==> src/fcf_pkg.sv <==
package fcf_pkg;
  // frame control field geometry
  localparam int FCTL_W  = 24;
  localparam int B_XCTX  = 23;
  localparam int B_SCTX  = 22;
  localparam int B_FIRST = 21;
  localparam int B_LAST  = 20;
  localparam int B_END   = 19;
  localparam int B_PRIO  = 17;
  localparam int B_SI    = 16;
  localparam int ACK_HI  = 13;
  localparam int ACK_LO  = 12;
  localparam int OBS_HI  = 9;
  localparam int OBS_LO  = 6;
  localparam int POL_HI  = 5;
  localparam int POL_LO  = 4;
  localparam int W1_HI   = 31;
  localparam int W1_LO   = 24;

  // acknowledgement form codes
  localparam logic [1:0] ACK_NONE = 2'h0;
  localparam logic [1:0] ACK_ONE  = 2'h1;
  localparam logic [1:0] ACK_RSV  = 2'h2;
  localparam logic [1:0] ACK_ALL  = 2'h3;

  // error policy codes
  localparam logic [1:0] POL_MULTI  = 2'h0;
  localparam logic [1:0] POL_SINGLE = 2'h1;
  localparam logic [1:0] POL_INF    = 2'h2;
  localparam logic [1:0] POL_OBS    = 2'h3;

  // register map, byte addresses
  localparam int          AW        = 4;
  localparam logic [3:0]  ADDR_CTRL = 4'h0;
  localparam logic [3:0]  ADDR_STAT = 4'h4;
  localparam logic [3:0]  ADDR_REJ  = 4'h8;
  localparam logic [6:0]  CTRL_RST  = 7'h00;
  localparam logic [15:0] REJ_RST   = 16'h0000;

  // control register fields
  localparam int C_POL_LO = 0;
  localparam int C_POL_HI = 1;
  localparam int C_PRIO   = 2;
  localparam int C_ACK_LO = 3;
  localparam int C_ACK_HI = 4;
  localparam int C_CLS3   = 5;
  localparam int C_INFNEG = 6;

  typedef enum logic [1:0] {
    XS_IDLE = 2'b00,
    XS_OPEN = 2'b01,
    XS_DONE = 2'b10
  } fcf_xstate_t;
endpackage

==> src/fcf_dlv_if.sv <==
`timescale 1ns/1ps
interface fcf_dlv_if;
  logic       data_vld;
  logic       end_seq;
  logic [1:0] policy;
  logic       seq_bad;
  logic       abts_done;
  logic       deliver_seq;
  logic       deliver_frame;
  logic       discarding;
  modport src (output data_vld, end_seq, policy, seq_bad, abts_done,
               input deliver_seq, deliver_frame, discarding);
  modport dst (input data_vld, end_seq, policy, seq_bad, abts_done,
               output deliver_seq, deliver_frame, discarding);
endinterface

==> src/fcf_dlv.sv <==
`timescale 1ns/1ps
module fcf_dlv (
  input wire logic clk_i,
  input wire logic rst_i,
  fcf_dlv_if.dst   d
);
  import fcf_pkg::*;

  logic discard_q;
  logic seq_q;
  logic frame_q;
  wire  seq_ok    = d.data_vld & d.end_seq & ~d.seq_bad;
  wire  seq_fail  = d.data_vld & d.end_seq & d.seq_bad;
  wire  is_multi  = (d.policy == POL_MULTI);
  wire  is_single = (d.policy == POL_SINGLE);
  wire  is_inf    = (d.policy == POL_INF);

  always_ff @(posedge clk_i or posedge rst_i) begin
    if (rst_i) begin
      discard_q <= 1'b0;
      seq_q     <= 1'b0;
      frame_q   <= 1'b0;
    end else begin
      // failure wins over abort completion in the same cycle
      if (is_multi && seq_fail) begin
        discard_q <= 1'b1;
      end else if (d.abts_done) begin
        discard_q <= 1'b0;
      end
      seq_q   <= seq_ok & ((is_multi & ~discard_q) | is_single);
      frame_q <= is_inf & d.data_vld;
    end
  end

  assign d.deliver_seq   = seq_q;
  assign d.deliver_frame = frame_q;
  assign d.discarding    = discard_q;
endmodule

==> src/fcf_top.sv <==
// Design decisions made here: the Avalon-MM interface to the registers and the address map.
`timescale 1ns/1ps
module fcf_top (
  // clock and reset
  input  wire logic                       clk_i,
  input  wire logic                       rst_i,
  // register bus
  input  wire logic [fcf_pkg::AW-1:0]     avs_address_i,
  input  wire logic                       avs_read_i,
  input  wire logic                       avs_write_i,
  input  wire logic [31:0]                avs_writedata_i,
  output logic      [31:0]                avs_readdata_o,
  output logic                            avs_waitrequest_o,
  // transmit request
  input  wire logic                       tx_open_i,
  input  wire logic                       tx_req_i,
  input  wire logic                       tx_is_data_i,
  input  wire logic                       tx_end_seq_i,
  input  wire logic                       tx_last_seq_i,
  input  wire logic                       tx_pass_init_i,
  output logic      [fcf_pkg::FCTL_W-1:0] tx_fctl_o,
  output logic                            tx_valid_o,
  output logic                            tx_may_send_o,
  // received header
  input  wire logic                       rx_valid_i,
  input  wire logic [31:0]                rx_word1_i,
  input  wire logic [31:0]                rx_word2_i,
  input  wire logic                       rx_is_data_i,
  input  wire logic                       rx_is_ack_i,
  input  wire logic                       rx_is_busy_i,
  input  wire logic                       rx_class3_i,
  input  wire logic                       rx_seq_bad_i,
  input  wire logic                       abts_done_i,
  // decoded receive flags
  output logic                            rx_from_resp_o,
  output logic                            rx_from_recip_o,
  output logic                            rx_first_seq_o,
  output logic                            rx_last_seq_o,
  output logic                            rx_end_seq_o,
  output logic                            rx_cs_ctl_vld_o,
  output logic                            rx_prio_vld_o,
  output logic      [7:0]                 rx_ctl_byte_o,
  output logic                            rx_si_pass_o,
  output logic                            rx_ack_form_vld_o,
  output logic      [1:0]                 rx_ack_form_o,
  output logic                            rx_policy_vld_o,
  output logic      [1:0]                 rx_policy_o,
  output logic                            busy_on_data_o,
  output logic                            busy_on_ack_o,
  output logic                            reject_o,
  // delivery
  output logic                            deliver_seq_o,
  output logic                            deliver_frame_o,
  output logic                            discarding_o
);
  import fcf_pkg::*;

  fcf_dlv_if dl ();

  // register state
  logic [6:0]  ctrl_q;
  logic [15:0] rej_cnt_q;
  logic        ack_q;
  logic [31:0] rdata_q;

  // exchange and sequence state
  fcf_xstate_t xs_q;
  fcf_xstate_t xs_d;
  logic        orig_q;
  logic        init_q;
  logic        pend_q;
  logic        first_q;
  logic        seq_open_q;
  logic        prio_q;
  logic        last_q;
  logic        rx_seen_q;
  logic [1:0]  xpol_q;
  logic        cp_last_q;
  logic        cp_end_q;
  logic        cp_si_q;
  logic [23:0] fctl_q;
  logic        tvalid_q;

  // register bus decode
  wire bus_req  = avs_read_i | avs_write_i;
  wire bus_go   = bus_req & ack_q;
  wire wr_ctrl  = bus_go & avs_write_i & (avs_address_i == ADDR_CTRL);
  wire sel_ctrl = (avs_address_i == ADDR_CTRL);
  wire sel_stat = (avs_address_i == ADDR_STAT);
  wire sel_rej  = (avs_address_i == ADDR_REJ);

  wire [1:0] cfg_pol  = ctrl_q[C_POL_HI:C_POL_LO];
  wire [1:0] cfg_ack  = ctrl_q[C_ACK_HI:C_ACK_LO];
  wire       cfg_cls3 = ctrl_q[C_CLS3];
  wire       cfg_inf  = ctrl_q[C_INFNEG];

  // receive decode, same cycle as capture
  wire [23:0] rf      = rx_word2_i[FCTL_W-1:0];
  wire        rx_dat  = rx_valid_i & rx_is_data_i;
  wire        rx_ack  = rx_valid_i & rx_is_ack_i;
  wire        rx_c2   = ~rx_class3_i;
  wire        rx_endb = rf[B_END];
  wire        rx_xfirst = rx_dat & rf[B_FIRST] & ~rx_seen_q;
  // the exchange's first frame carries the policy that counts, as does any class 3 first-sequence frame
  wire        pol_vld = rx_dat & (rx_xfirst | (rx_class3_i & rf[B_FIRST]));
  wire [1:0]  rx_pol  = rf[POL_HI:POL_LO];
  wire [1:0]  rx_ackf = rf[ACK_HI:ACK_LO];
  wire        ackf_vld = rx_dat & rx_c2;
  wire        bad_ackf = ackf_vld & (rx_ackf == ACK_RSV);
  wire        bad_pol  = rx_dat & rx_c2 & rx_xfirst &
                         ((rx_pol == POL_INF) | (rx_pol == POL_OBS));
  wire        bad_obs  = rx_valid_i & (rf[OBS_HI:OBS_LO] != 4'h0);
  wire        rej      = rx_valid_i & rx_c2 & (bad_ackf | bad_pol | bad_obs);
  wire        rx_si    = rx_endb & rf[B_SI];

  assign rx_from_resp_o    = rx_valid_i & rf[B_XCTX];
  assign rx_from_recip_o   = rx_valid_i & rf[B_SCTX];
  assign rx_first_seq_o    = rx_valid_i & rf[B_FIRST];
  assign rx_last_seq_o     = rx_dat & rf[B_LAST];
  assign rx_end_seq_o      = (rx_dat | rx_ack) & rx_endb;
  assign rx_cs_ctl_vld_o   = rx_valid_i & ~rf[B_PRIO];
  assign rx_prio_vld_o     = rx_valid_i & rf[B_PRIO];
  assign rx_ctl_byte_o     = rx_word1_i[W1_HI:W1_LO];
  assign rx_si_pass_o      = (rx_dat | rx_ack) & rx_si;
  assign rx_ack_form_vld_o = ackf_vld & ~bad_ackf;
  assign rx_ack_form_o     = ackf_vld ? rx_ackf : ACK_NONE;
  assign rx_policy_vld_o   = pol_vld;
  assign rx_policy_o       = pol_vld ? rx_pol : POL_MULTI;
  // busy sent from the recipient side answers our data frame
  assign busy_on_data_o    = rx_valid_i & rx_is_busy_i & rx_c2 & rf[B_SCTX];
  assign busy_on_ack_o     = rx_valid_i & rx_is_busy_i & rx_c2 & ~rf[B_SCTX];
  assign reject_o          = rej;

  // transmit field assembly
  wire       tx_dat    = tx_req_i & tx_is_data_i;
  wire       tx_lc     = tx_req_i & ~tx_is_data_i;
  wire       seq_prio  = seq_open_q ? prio_q : ctrl_q[C_PRIO];
  wire       last_now  = last_q | tx_last_seq_i;
  wire       tx_xfirst = first_q & ~seq_open_q & init_q & orig_q & ~pend_q;
  // obsolete code coerced, infinite-buffer only in class 3
  wire [1:0] safe_pol  = (cfg_pol == POL_OBS) ? POL_MULTI :
                         ((cfg_pol == POL_INF) & ~cfg_cls3) ? POL_MULTI : cfg_pol;
  wire       send_pol  = tx_xfirst | (cfg_cls3 & cfg_inf & (xpol_q == POL_INF));
  wire [1:0] tx_pol    = ~send_pol ? POL_MULTI : (tx_xfirst ? safe_pol : xpol_q);
  // reserved ack form never leaves the port
  wire [1:0] tx_ackf   = (cfg_cls3 | (cfg_ack == ACK_RSV)) ? ACK_NONE : cfg_ack;
  wire       tx_end_d  = tx_dat & tx_end_seq_i;
  wire       tx_si_d   = tx_end_d & tx_pass_init_i;

  wire [23:0] data_fctl = {~orig_q, 1'b0, first_q, last_now, tx_end_seq_i, 1'b0, seq_prio,
                           tx_si_d, 2'h0, tx_ackf, 6'h00, tx_pol, 4'h0};
  wire [23:0] lc_fctl   = {~orig_q, 1'b1, first_q, cp_last_q, cp_end_q, 1'b0, prio_q,
                           cp_si_q, 2'h0, ACK_NONE, 6'h00, POL_MULTI, 4'h0};

  // exchange state machine
  wire rx_close = rx_dat & rf[B_LAST] & rx_endb;
  wire tx_close = tx_end_d & last_now;
  wire rx_open  = rx_xfirst & ~rf[B_XCTX];
  always_comb begin
    xs_d = xs_q;
    case (xs_q)
      XS_IDLE: begin
        if (tx_open_i || rx_open) begin
          xs_d = XS_OPEN;
        end
      end
      XS_OPEN: begin
        if (tx_close || rx_close) begin
          xs_d = XS_DONE;
        end
      end
      XS_DONE: xs_d = XS_IDLE;
      default: xs_d = XS_IDLE;
    endcase
  end

  always_ff @(posedge clk_i or posedge rst_i) begin
    if (rst_i) begin
      xs_q   <= XS_IDLE;
      orig_q <= 1'b1;
      init_q <= 1'b0;
      pend_q <= 1'b0;
    end else begin
      xs_q <= xs_d;
      if (xs_q == XS_IDLE && tx_open_i) begin
        orig_q <= 1'b1;
        init_q <= 1'b1;
        pend_q <= 1'b0;
      end else if (xs_q == XS_IDLE && rx_open) begin
        orig_q <= 1'b0;
        init_q <= 1'b0;
        pend_q <= 1'b0;
      end else begin
        if (tx_si_d && cfg_cls3) begin
          init_q <= 1'b0;
        end else if (tx_si_d) begin
          pend_q <= 1'b1;
        end else if (pend_q && rx_ack && rx_si) begin
          init_q <= 1'b0;
          pend_q <= 1'b0;
        end else if (rx_dat && rx_si) begin
          init_q <= 1'b1;
        end
      end
    end
  end

  always_ff @(posedge clk_i or posedge rst_i) begin
    if (rst_i) begin
      first_q    <= 1'b0;
      seq_open_q <= 1'b0;
      prio_q     <= 1'b0;
      last_q     <= 1'b0;
      rx_seen_q  <= 1'b0;
      xpol_q     <= POL_MULTI;
    end else begin
      if (xs_q == XS_IDLE && (tx_open_i || rx_open)) begin
        first_q <= 1'b1;
      end else if (tx_end_d || (rx_dat && rx_endb)) begin
        first_q <= 1'b0;
      end
      if (tx_dat && tx_xfirst) begin
        xpol_q <= safe_pol;
      end else if (pol_vld) begin
        xpol_q <= rx_pol;
      end
      if (tx_end_d) begin
        seq_open_q <= 1'b0;
        last_q     <= 1'b0;
      end else if (tx_dat) begin
        seq_open_q <= 1'b1;
        last_q     <= last_now;
      end
      if (tx_dat && !seq_open_q) begin
        prio_q <= ctrl_q[C_PRIO];
      end
      if (xs_q == XS_DONE) begin
        rx_seen_q <= 1'b0;
      end else if (rx_dat) begin
        rx_seen_q <= 1'b1;
      end
    end
  end

  // link control echo and transmit output
  always_ff @(posedge clk_i or posedge rst_i) begin
    if (rst_i) begin
      cp_last_q <= 1'b0;
      cp_end_q  <= 1'b0;
      cp_si_q   <= 1'b0;
      fctl_q    <= 24'h000000;
      tvalid_q  <= 1'b0;
    end else begin
      if (rx_dat) begin
        cp_last_q <= rf[B_LAST];
        cp_end_q  <= rx_endb;
        cp_si_q   <= rx_si;
      end
      tvalid_q <= tx_req_i;
      if (tx_dat) begin
        fctl_q <= data_fctl;
      end else if (tx_lc) begin
        fctl_q <= lc_fctl;
      end
    end
  end

  // register bus: one wait cycle, write commits when waitrequest is low
  wire [31:0] stat_word = {24'h000000, xpol_q, pend_q, dl.discarding, last_q,
                           first_q, init_q, orig_q};
  wire [31:0] rd_mux = sel_ctrl ? {25'h0000000, ctrl_q} :
                       sel_stat ? stat_word :
                       sel_rej  ? {16'h0000, rej_cnt_q} : 32'h00000000;
  always_ff @(posedge clk_i or posedge rst_i) begin
    if (rst_i) begin
      ack_q     <= 1'b0;
      rdata_q   <= 32'h00000000;
      ctrl_q    <= CTRL_RST;
      rej_cnt_q <= REJ_RST;
    end else begin
      ack_q <= bus_req & ~ack_q;
      if (bus_req && !ack_q) begin
        rdata_q <= rd_mux;
      end
      if (wr_ctrl) begin
        ctrl_q <= avs_writedata_i[6:0];
      end
      if (rej && rej_cnt_q != 16'hffff) begin
        rej_cnt_q <= rej_cnt_q + 16'h0001;
      end
    end
  end

  assign avs_waitrequest_o = bus_req & ~ack_q;
  assign avs_readdata_o    = rdata_q;
  assign tx_fctl_o         = fctl_q;
  assign tx_valid_o        = tvalid_q;
  assign tx_may_send_o     = init_q & ~pend_q & (xs_q == XS_OPEN);

  // delivery policy engine
  assign dl.data_vld  = rx_dat;
  assign dl.end_seq   = rx_endb;
  assign dl.policy    = xpol_q;
  assign dl.seq_bad   = rx_seq_bad_i;
  assign dl.abts_done = abts_done_i;

  fcf_dlv u_dlv (
    .clk_i (clk_i),
    .rst_i (rst_i),
    .d     (dl)
  );

  assign deliver_seq_o   = dl.deliver_seq;
  assign deliver_frame_o = dl.deliver_frame;
  assign discarding_o    = dl.discarding;
endmodule

==> config.mk <==
export PLATFORM = sky130hd
export DESIGN_NAME = fcf_top
export DESIGN_NICKNAME = d
export VERILOG_FILES = /design/src/fcf_pkg.sv /design/src/fcf_dlv_if.sv /design/src/fcf_dlv.sv /design/src/fcf_top.sv
export SDC_FILE = /design/constraint.sdc
export NUM_CORES = 1
export LEC_CHECK = 0
export BUFFER_PORTS_ARGS = -buffer_cell sky130_fd_sc_hd__clkbuf_2
export CAP_MARGIN = 5
export CORE_UTILIZATION = 30
export DETAILED_ROUTE_END_ITERATION = 6
export SLEW_MARGIN = 0
export SYNTH_ARGS = -nofsm -noshare
export SYNTH_HDL_FRONTEND = slang
export SYNTH_SLANG_ARGS = --single-unit
==> constraint.sdc <==
create_clock -name clk_i -period 5.8 [get_ports clk_i]
set_input_delay 1.16 -clock clk_i [delete_from_list [all_inputs] [get_ports clk_i]]
set_output_delay 1.16 -clock clk_i [all_outputs]
set_load 0.1 [all_outputs]
# [Word-level counts from Yosys, hierarchy flattened]
# Index checks and enable logic that the tools add are counted.
# W data, S select, Z words.
[totals] in_bits=117 elab_cells=192 register_bits=99 out_inout_bits=87
[classes] eq_ne=17 n_mux=41 reduce_logical=34 n_addsub=1 n_bitwise=77
[op_table] op="$and A1 B1 Y1" n=53
[op_table] op="$mux W16" n=3
[op_table] op="$mux W24" n=2
[op_table] op="$mux W1" n=24
[op_table] op="$mux W2" n=11
[op_table] op="$add A16 B1 Y16 const B" n=1
[op_table] op="$eq A2 B2 Y1 const B" n=8
[op_table] op="$ne A16 B16 Y1 const B" n=1
[op_table] op="$not A1 Y1" n=14
[op_table] op="$reduce_bool A2 Y1" n=7
[op_table] op="$logic_and A1 B1 Y1" n=13
[op_table] op="$or A1 B1 Y1" n=10
[op_table] op="$reduce_bool A4 Y1" n=2
[op_table] op="$reduce_and A2 Y1" n=3
[op_table] op="$reduce_bool A5 Y1" n=1
[op_table] op="$eq A2 B1 Y1 const B" n=2
[op_table] op="$eq A4 B3 Y1 const B" n=1
[op_table] op="$eq A4 B4 Y1 const B" n=1
[op_table] op="$logic_not A2 Y1" n=2
[op_table] op="$logic_not A4 Y1" n=1
[op_table] op="$ne A4 B1 Y1 const B" n=1
[op_table] op="$pmux W2 S2" n=1
[op_table] op="$logic_or A1 B1 Y1" n=3
[op_table] op="$ne A3 B3 Y1 const B" n=1
[op_table] op="3 further kinds" n=4

# [Longest topological paths before layout]
# Gate-level depths: netlist of run 1.
[logic_depth] depth_word=9 ltp_mapped=7 depth_no_buf=5

# [By module]
# From an unflattened synthesis of run 1, not the netlist that was laid out.
[unflattened] hier_cells=367 area_unflattened_um2=3638.5
[by_module_without_submodules] mod="fcf_top" area_per_inst_um2=3497.1 seq_area_each_um2=1677.9 cells_each=355 instances=1
[by_module_without_submodules] mod="fcf_dlv" area_per_inst_um2=141.4 seq_area_each_um2=75.1 cells_each=12 instances=1

# [Least setup slack after synthesis of run 1]
# Ideal clock, no wire load.
[synth_path] path_kind="input-to-output" from="input port rx_is_data_i" to="output port rx_policy_o[1]" path_stages=4 n_path_buf=1 slack_ns=0.670 arrival_time_ns=3.970 t_required_ns=4.640 path_cell_list="clkbuf_2 > nand3_1 > a21oi_1 > and2_1"
[synth_via] elab_chain_len=6
[synth_lines] item="from (decl)" line_no="fcf_top.sv:28" rtl="input wire logic rx_is_data_i,"
[synth_lines] item="$and A1 B1 Y1 *" line_no="fcf_top.sv:99" rtl="wire rx_dat = rx_valid_i & rx_is_data_i;"
[synth_lines] item="$and A1 B1 Y1 (2 in a row)" line_no="fcf_top.sv:103" rtl="wire rx_xfirst = rx_dat & rf[B_FIRST] & ~rx_seen_q;"
[synth_lines] item="$or A1 B1 Y1" line_no="fcf_top.sv:105" rtl="wire pol_vld = rx_dat & (rx_xfirst | (rx_class3_i & rf[B_FIRST]));"
[synth_lines] item="$and A1 B1 Y1 *" line_no="fcf_top.sv:105"
[synth_lines] item="named net rx_policy_vld_o" line_no="fcf_top.sv:46" rtl="output logic rx_policy_vld_o,"
[synth_lines] item="$mux W2 *" line_no="fcf_top.sv:128" rtl="assign rx_policy_o = pol_vld ? rx_pol : POL_MULTI;"
[synth_lines] item="to (decl)" line_no="fcf_top.sv:47" rtl="output logic [1:0] rx_policy_o,"
# The timed path passes the listed nets; every way through them passes the cells marked *.

# [Worst setup path after layout of run 1]
[layout_path] from="input port rx_word2_i[7]" to="output port reject_o"
[layout_via] elab_chain_len=4
[layout_lines] item="from (decl)" line_no="fcf_top.sv:27" rtl="input wire logic [31:0] rx_word2_i,"
[layout_lines] item="$reduce_bool A4 Y1" line_no="fcf_top.sv:112" rtl="wire bad_obs = rx_valid_i & (rf[OBS_HI:OBS_LO] != 4'h0);"
[layout_lines] item="$and A1 B1 Y1" line_no="fcf_top.sv:112"
[layout_lines] item="$or A1 B1 Y1" line_no="fcf_top.sv:113" rtl="wire rej = rx_valid_i & rx_c2 & (bad_ackf | bad_pol | bad_obs);"
[layout_lines] item="$and A1 B1 Y1" line_no="fcf_top.sv:113"
[layout_lines] item="to (decl)" line_no="fcf_top.sv:50" rtl="output logic reject_o,"
# Every way passes these cells.

==> impl_metrics.ini, run 1 <==
[outcome]
outcome = complete, but fails checks
violations = design-rule violations

[sta]
relSlewSlack_pct = 39.9
setup_tns_ps = 0
rsz0062_at_grt = false
fin_crit_ps = 4110
finalCritPeriodShare_pct = 70.8
finalSetupViolCount = 0
drv_slew = 0
finClkSkew_ps = 6.29
hold_violations = 0
fmax_mhz = 244
tightest_slew_ps = 894

[synthesis]
netlist_instances = 346
yosysTopAreaCellShare_pct = 48.1
synth.avg_cell_area_um2 = 10.4
ys_seq_area_share_pct = 48.8
ys_top_cells_by_area = dfrtp_1, buf_4, a22o_1, mux2_2, xor2_1
synth_flop_cell = dfrtp_1
synth_area_leader_cell = dfrtp_1
synthArstFlopShare_pct = 100
yosys_warnings = 0
ys_seq_elements = 70
synth_cell_types = 49
synth_edf_count = 0
netlist_area_um2 = 3590

[setup_path]
path_cells = clkbuf_2 -> or4_4 -> o31ai_4 -> inv_1 -> clkbuf_2
crit_family = compound AO/OA/AOI/OAI gates
critPathBufInv = 3
cp_slowest_cell = o31ai_4
crit_fanout = 16
critPathRequiredTime_ps = 4640
r2r-end = rej_cnt_q[1]$_DFFE_PP0P_
cp-start-kind = input port
worstSetupEndpointType = output pin
r2r_slack_ps = 3870
arrival_ps = 2950
critPathKind = input port to output pin
crit_top_cell = clkbuf_2
slowest_delay_ps = 670
worstReg2RegStart = rej_cnt_q[9]$_DFFE_PP0P_
rr_worst_depth = 4

[grt]
grt_antenna_before_repair = 0
grt_pass1_wl_mm = 13.7
grt_max_degree = 71
grt.total_usage_pct = 14.0
grt_pass1_vias = 2722
gr-total-overflow = 0

[placement]
gp_congestion = 0.804
dp.final_hpwl_mm = 5.99
io_buffers = 92
dp.cells = 559

[min_path]
whs_path_depth = 1
hp-class = register to register
min-delay-start = xs_q[1]$_DFFE_PP0P_
holdPathEnd = rx_seen_q$_DFFE_PP0P_

[cts]
clkSinkCount = 70
cts-root-buf = clkbuf_16
numCtsBuffers = 9
ctsResizeCount = 0
post_cts_buffers = 0
clockBufferDepth = 2
cts_tree = yes
path_clk_slew_ps = 60
htreeDepth = 3
clk_latency_ps = 330
hold_buffers = 0

[route]
viasPerCell = 4.86
vias = 2796
wire_per_inst_um = 14.1
drc = 20
ant_nets = 0
wl_mm = 8.09
first_pass_iters = 6
drt_iter0_drc = 128

[layout]
synthToLayoutAreaGrowth_pct = 21.0
final_cells = 575
nNetsFinal = 545
diodes = 0
drive_gt1_share_pct = 30.3

[floorplan]
dieHeight_um = 111
fp.dieW_um = 111
initial_core_util_pct = 31.1
core_um2 = 11600
ios = 204
rows = 39
die_area_um2 = 12400

[power_and_ir_drop]
ir_worst_vdd_v = 0.000167
p_leak_nw = 2.21
powerDensity_nw_per_um2 = 427

[job]
cap_viol_max_count = 0
==> flip-flops by register name, summed over array words and instances, names as in the netlist <==
signal,count
prio_q,1
first_q,1
cp_si_q,1
orig_q,1
u_dlv.d.deliver_frame,1
rx_seen_q,1
u_dlv.d.discarding,1
cp_end_q,1
ack_q,1
xs_q,2
u_dlv.d.deliver_seq,1
avs_readdata_o,16
tx_fctl_o,11
last_q,1
pend_q,1
ctrl_q,7
cp_last_q,1
init_q,1
rej_cnt_q,16
dl.policy,2
seq_open_q,1
tx_valid_o,1
==> where the power goes <==
part           internal [mW]  total (mW)  leakage (nW)  switching (mW)
sequential             0.573       0.665         0.889          0.0916
clock                  0.422       0.634         0.166           0.212
combinational          0.121       0.560          1.16           0.438
==> layer usage <==
metal	vias up	wire, um	track usage, %
li1	1332	-	-
met1	1353	3820	18.7
met2	102	3750	22.0
met3	9	420	3.21
met4	0	112	5.41
met5	-	0	0
==> through the flow <==
step	area, um2	setup WS, ps	power [mW]	util (%)	hold slack [ps]
2_1_floorplan	3700	670	1.16	-	436
3_3_place_gp	4000	1670	1.22	34.6	461
3_5_place_dp	4000	1680	1.23	34.6	471
4_1_cts	4350	1660	1.88	37.6	478
5_1_grt	4350	1600	1.94	37.6	502
6_report	4350	1690	1.86	37.6	478
==> Yosys cell counts (8+ instances only) <==
master	n
and2_1	8
nand3_1	10
xor2_1	13
nand2_1	25
inv_1	15
nor2_1	14
nor4_1	11
dfrtp_1	69
mux2i_1	10
mux2_2	13
buf_4	37
a21oi_1	8
a22o_1	19
clkbuf_1	8
nor3_1	8
o21ai_0	18
==> cell type report <==
| class | instances | area (um2) |
|---|---|---|
| timing repair buffer | 93 | 468 |
| tap | 143 | 179 |
| clock inverter | 7 | 120 |
| fill | 1154 | 7220 |
| multi-input combinational | 238 | 1550 |
| clock buffer | 9 | 225 |
| inverter | 15 | 56.3 |
| sequential | 70 | 1750 |
==> cell families (layout without fill, tap and decap cells) <==
family                   Yosys count  after routing  share of synthesized area (%)
AND/OR/NAND/NOR                  115            115                           18.2
flip-flops                        70             70                           48.8
buffers and inverters             66            124                           11.1
AO/OA/AOI/OAI                     54             54                           10.6
multiplexers                      24             24                           7.28
XOR/XNOR                          15             15                           3.66
adder cells (fa/ha/maj)            1              1                          0.348
other                              1             29                          0.104
==> cells in the final DEF, fill, tap and decap left out, types with 2 or more instances in the layout <==
master     count
or3_1          2
conb_1        29
nand3b_1       3
and4b_1        2
a21oi_1        8
dfrtp_1       69
xnor2_1        2
nor3b_1        3
mux2i_1       10
bufinv_16      3
inv_6          2
clkbuf_16      9
clkbuf_2      92
a22o_1        19
nor2b_1        5
o21ai_0       18
inv_1         14
nor3_1         8
nor2_1        14
mux2_2        13
and4_1         3
nand3_1       10
nand2_1       25
and2_1         8
nand4_1        7
a31oi_1        2
xor2_1        13
nor4_1        11
nand2b_1       2
and3_1         5
==> worst max path at each step <==
stage	start	to	slack (ps)	cells after the start
after floorplan	rx_is_data_i	rx_policy_o[1]	670	4
after global placement	rx_word2_i[7]	reject_o	1670	5
after detailed placement	rx_word2_i[7]	reject_o	1680	5
after CTS	rx_word2_i[7]	reject_o	1660	5
after global routing	rx_word2_i[7]	reject_o	1600	5
final	rx_word2_i[7]	reject_o	1690	5
Note: power is estimated with default switching activity, not from simulation.
==> inputs of run 2 (changes only) <==
- clock period: 5.8 -> 3.72 ns (I/O delays scaled with it)
==> run 2 against run 1 <==
  * Critical path depth unchanged
  * Hold slack worse by 20 ps
  * First-iteration DRC count grew 5.5%
  * Cell count grew 0.17%
  * Non-clock buffer count rose by 2
  * Die area did not move
  * The flow still finishes with violations (design-rule violations)
  * Clock skew fell by 1.3 ps
  * Sequential cell count stayed put
  * Critical endpoint unchanged
==> impl_metrics.ini, run 2 (synthesized netlist as in run 1, its figures left out) <==
[setup_path]
critPathKind = input port to output pin
path_cells = clkbuf_2 -> or4_4 -> o31ai_4 -> inv_1 -> clkbuf_2
r2r-end = rej_cnt_q[1]$_DFFE_PP0P_
cp_slowest_cell = or4_4
arrival_ps = 2100
rr_worst_depth = 4
critPathBufInv = 3
cp-start-kind = input port
crit_top_cell = clkbuf_2
worstSetupEndpointType = output pin
slowest_delay_ps = 530
critPathRequiredTime_ps = 2980
worstReg2RegStart = rej_cnt_q[12]$_DFFE_PP0P_
r2r_slack_ps = 1810
crit_family = simple AND/OR/NAND/NOR gates
crit_fanout = 2

[sta]
relSlewSlack_pct = 44.6
fmax_mhz = 352
finClkSkew_ps = 5.03
hold_violations = 0
tightest_slew_ps = 824
finalCritPeriodShare_pct = 76.3
drv_slew = 0
hold_ws_ps = 458
finalSetupViolCount = 0
rsz0062_at_grt = false
setup_tns_ps = 0
fin_crit_ps = 2840

[layout]
final_core_util_pct = 37.0
final_cell_mix = clkbuf_2, dfrtp_1, conb_1
multi_input_area_um2 = 1550
drive_gt1_share_pct = 30.5
mostFrequentLayoutCell = clkbuf_2
postLayoutCellArea_um2 = 4280
synthToLayoutAreaGrowth_pct = 19.1
diodes = 0
nNetsFinal = 547
fillCellCount = 1159
regArea_um2 = 1750

[cts]
clkSinkCount = 70
cts_tree = yes
path_clk_slew_ps = 50
hold_buffers = 0
post_cts_buffers = 0
htreeDepth = 3
clockBufferDepth = 2
clk_latency_ps = 330
ctsResizeCount = 0
numCtsBuffers = 9
cts-root-buf = clkbuf_16

[floorplan]
die_area_um2 = 12400
ios = 204
core_um2 = 11600
fp.dieW_um = 111
dieHeight_um = 111
rows = 39
initial_core_util_pct = 31.1

[grt]
grt_antenna_before_repair = 0
grt_pass1_wl_mm = 13.8
grt_max_degree = 46
gr-total-overflow = 0
met3_usage_pct = 4.52
grt_pass1_vias = 2706
use_met1_pct = 18.4
grt.total_usage_pct = 14.4
use_met2_pct = 22.6
busiest_layer = met2

[route]
viasPerCell = 4.72
drc = 18
drt_iter0_drc = 135
wl_mm = 8.29
vias = 2716
first_pass_iters = 6
ant_nets = 0
wire_per_inst_um = 14.4

[job]
cap_viol_max_count = 0

[power_and_ir_drop]
ir_worst_vdd_v = 0.000261
p_leak_nw = 2.18
powerDensity_nw_per_um2 = 621

[placement]
dp.final_hpwl_mm = 6.23
io_buffers = 92
postPlaceCellArea_um2 = 4020
gp_congestion = 0.814

[min_path]
hp-class = input port to asynchronous set/reset pin

[outcome]
violations = design-rule violations
outcome = complete, but fails checks
run 2: cell types whose count changed in the layout (fill, tap and decap cells not counted):
cell / change
a21oi_1: -1
a21oi_2: +1
buf_4: +2
bufinv_16: -3
clkbuf_1: +1
clkinv_2: +3
inv_6: -2
run 2: area by class of cell:
cell class | count | area share (%)
Clock inverter | 5 | 0.643
Clock buffer | 10 | 5.35
Timing Repair Buffer | 95 | 11.3
Tap cell | 143 | 4.18
Multi-Input combinational cell | 238 | 36.2
Inverter | 15 | 1.32
Sequential cell | 70 | 41.0
run 2: report_power, final:
group          internal [mW]  switching, mW
logic                  0.191          0.689
clock network          0.442          0.305
registers              0.894          0.137
run 2: metal layers:
layer	routed length (um)	share of wire (%)
met1	3790	46
met2	3910	47
met3	463	5.6
met4	125	1.5
met5	0	0
run 2: worst max path at each step:
| stage | from | to | slack (ps) | cells past startpoint |
|---|---|---|---|---|
| after floorplan | rx_valid_i | rx_ack_form_o[0] | -400 | 3 |
| after global placement | rx_word2_i[7] | reject_o | 850 | 5 |
| after detailed placement | rx_word2_i[7] | reject_o | 860 | 5 |
| after CTS | rx_word2_i[7] | reject_o | 860 | 5 |
| after global routing | rx_valid_i | rx_policy_o[1] | 800 | 5 |
| final | rx_word2_i[7] | reject_o | 880 | 5 |
run 2: stage by stage:
step | setup slack (ps) | instances | total power [mW]
3_3_place_gp | 850 | 561 | 1.91
4_1_cts | 858 | 576 | 2.69
5_1_grt | 799 | 576 | 2.79
2_1_floorplan | -401 | 374 | 1.81
3_5_place_dp | 858 | 561 | 1.92
6_report | 881 | 576 | 2.66
run 2: worst reg2reg max path: stages (launching register included):
cell     delay, ps
dfrtp_1        470
nand4_1        190
nor4_4         710
nor2_2         110
mux2_4         330
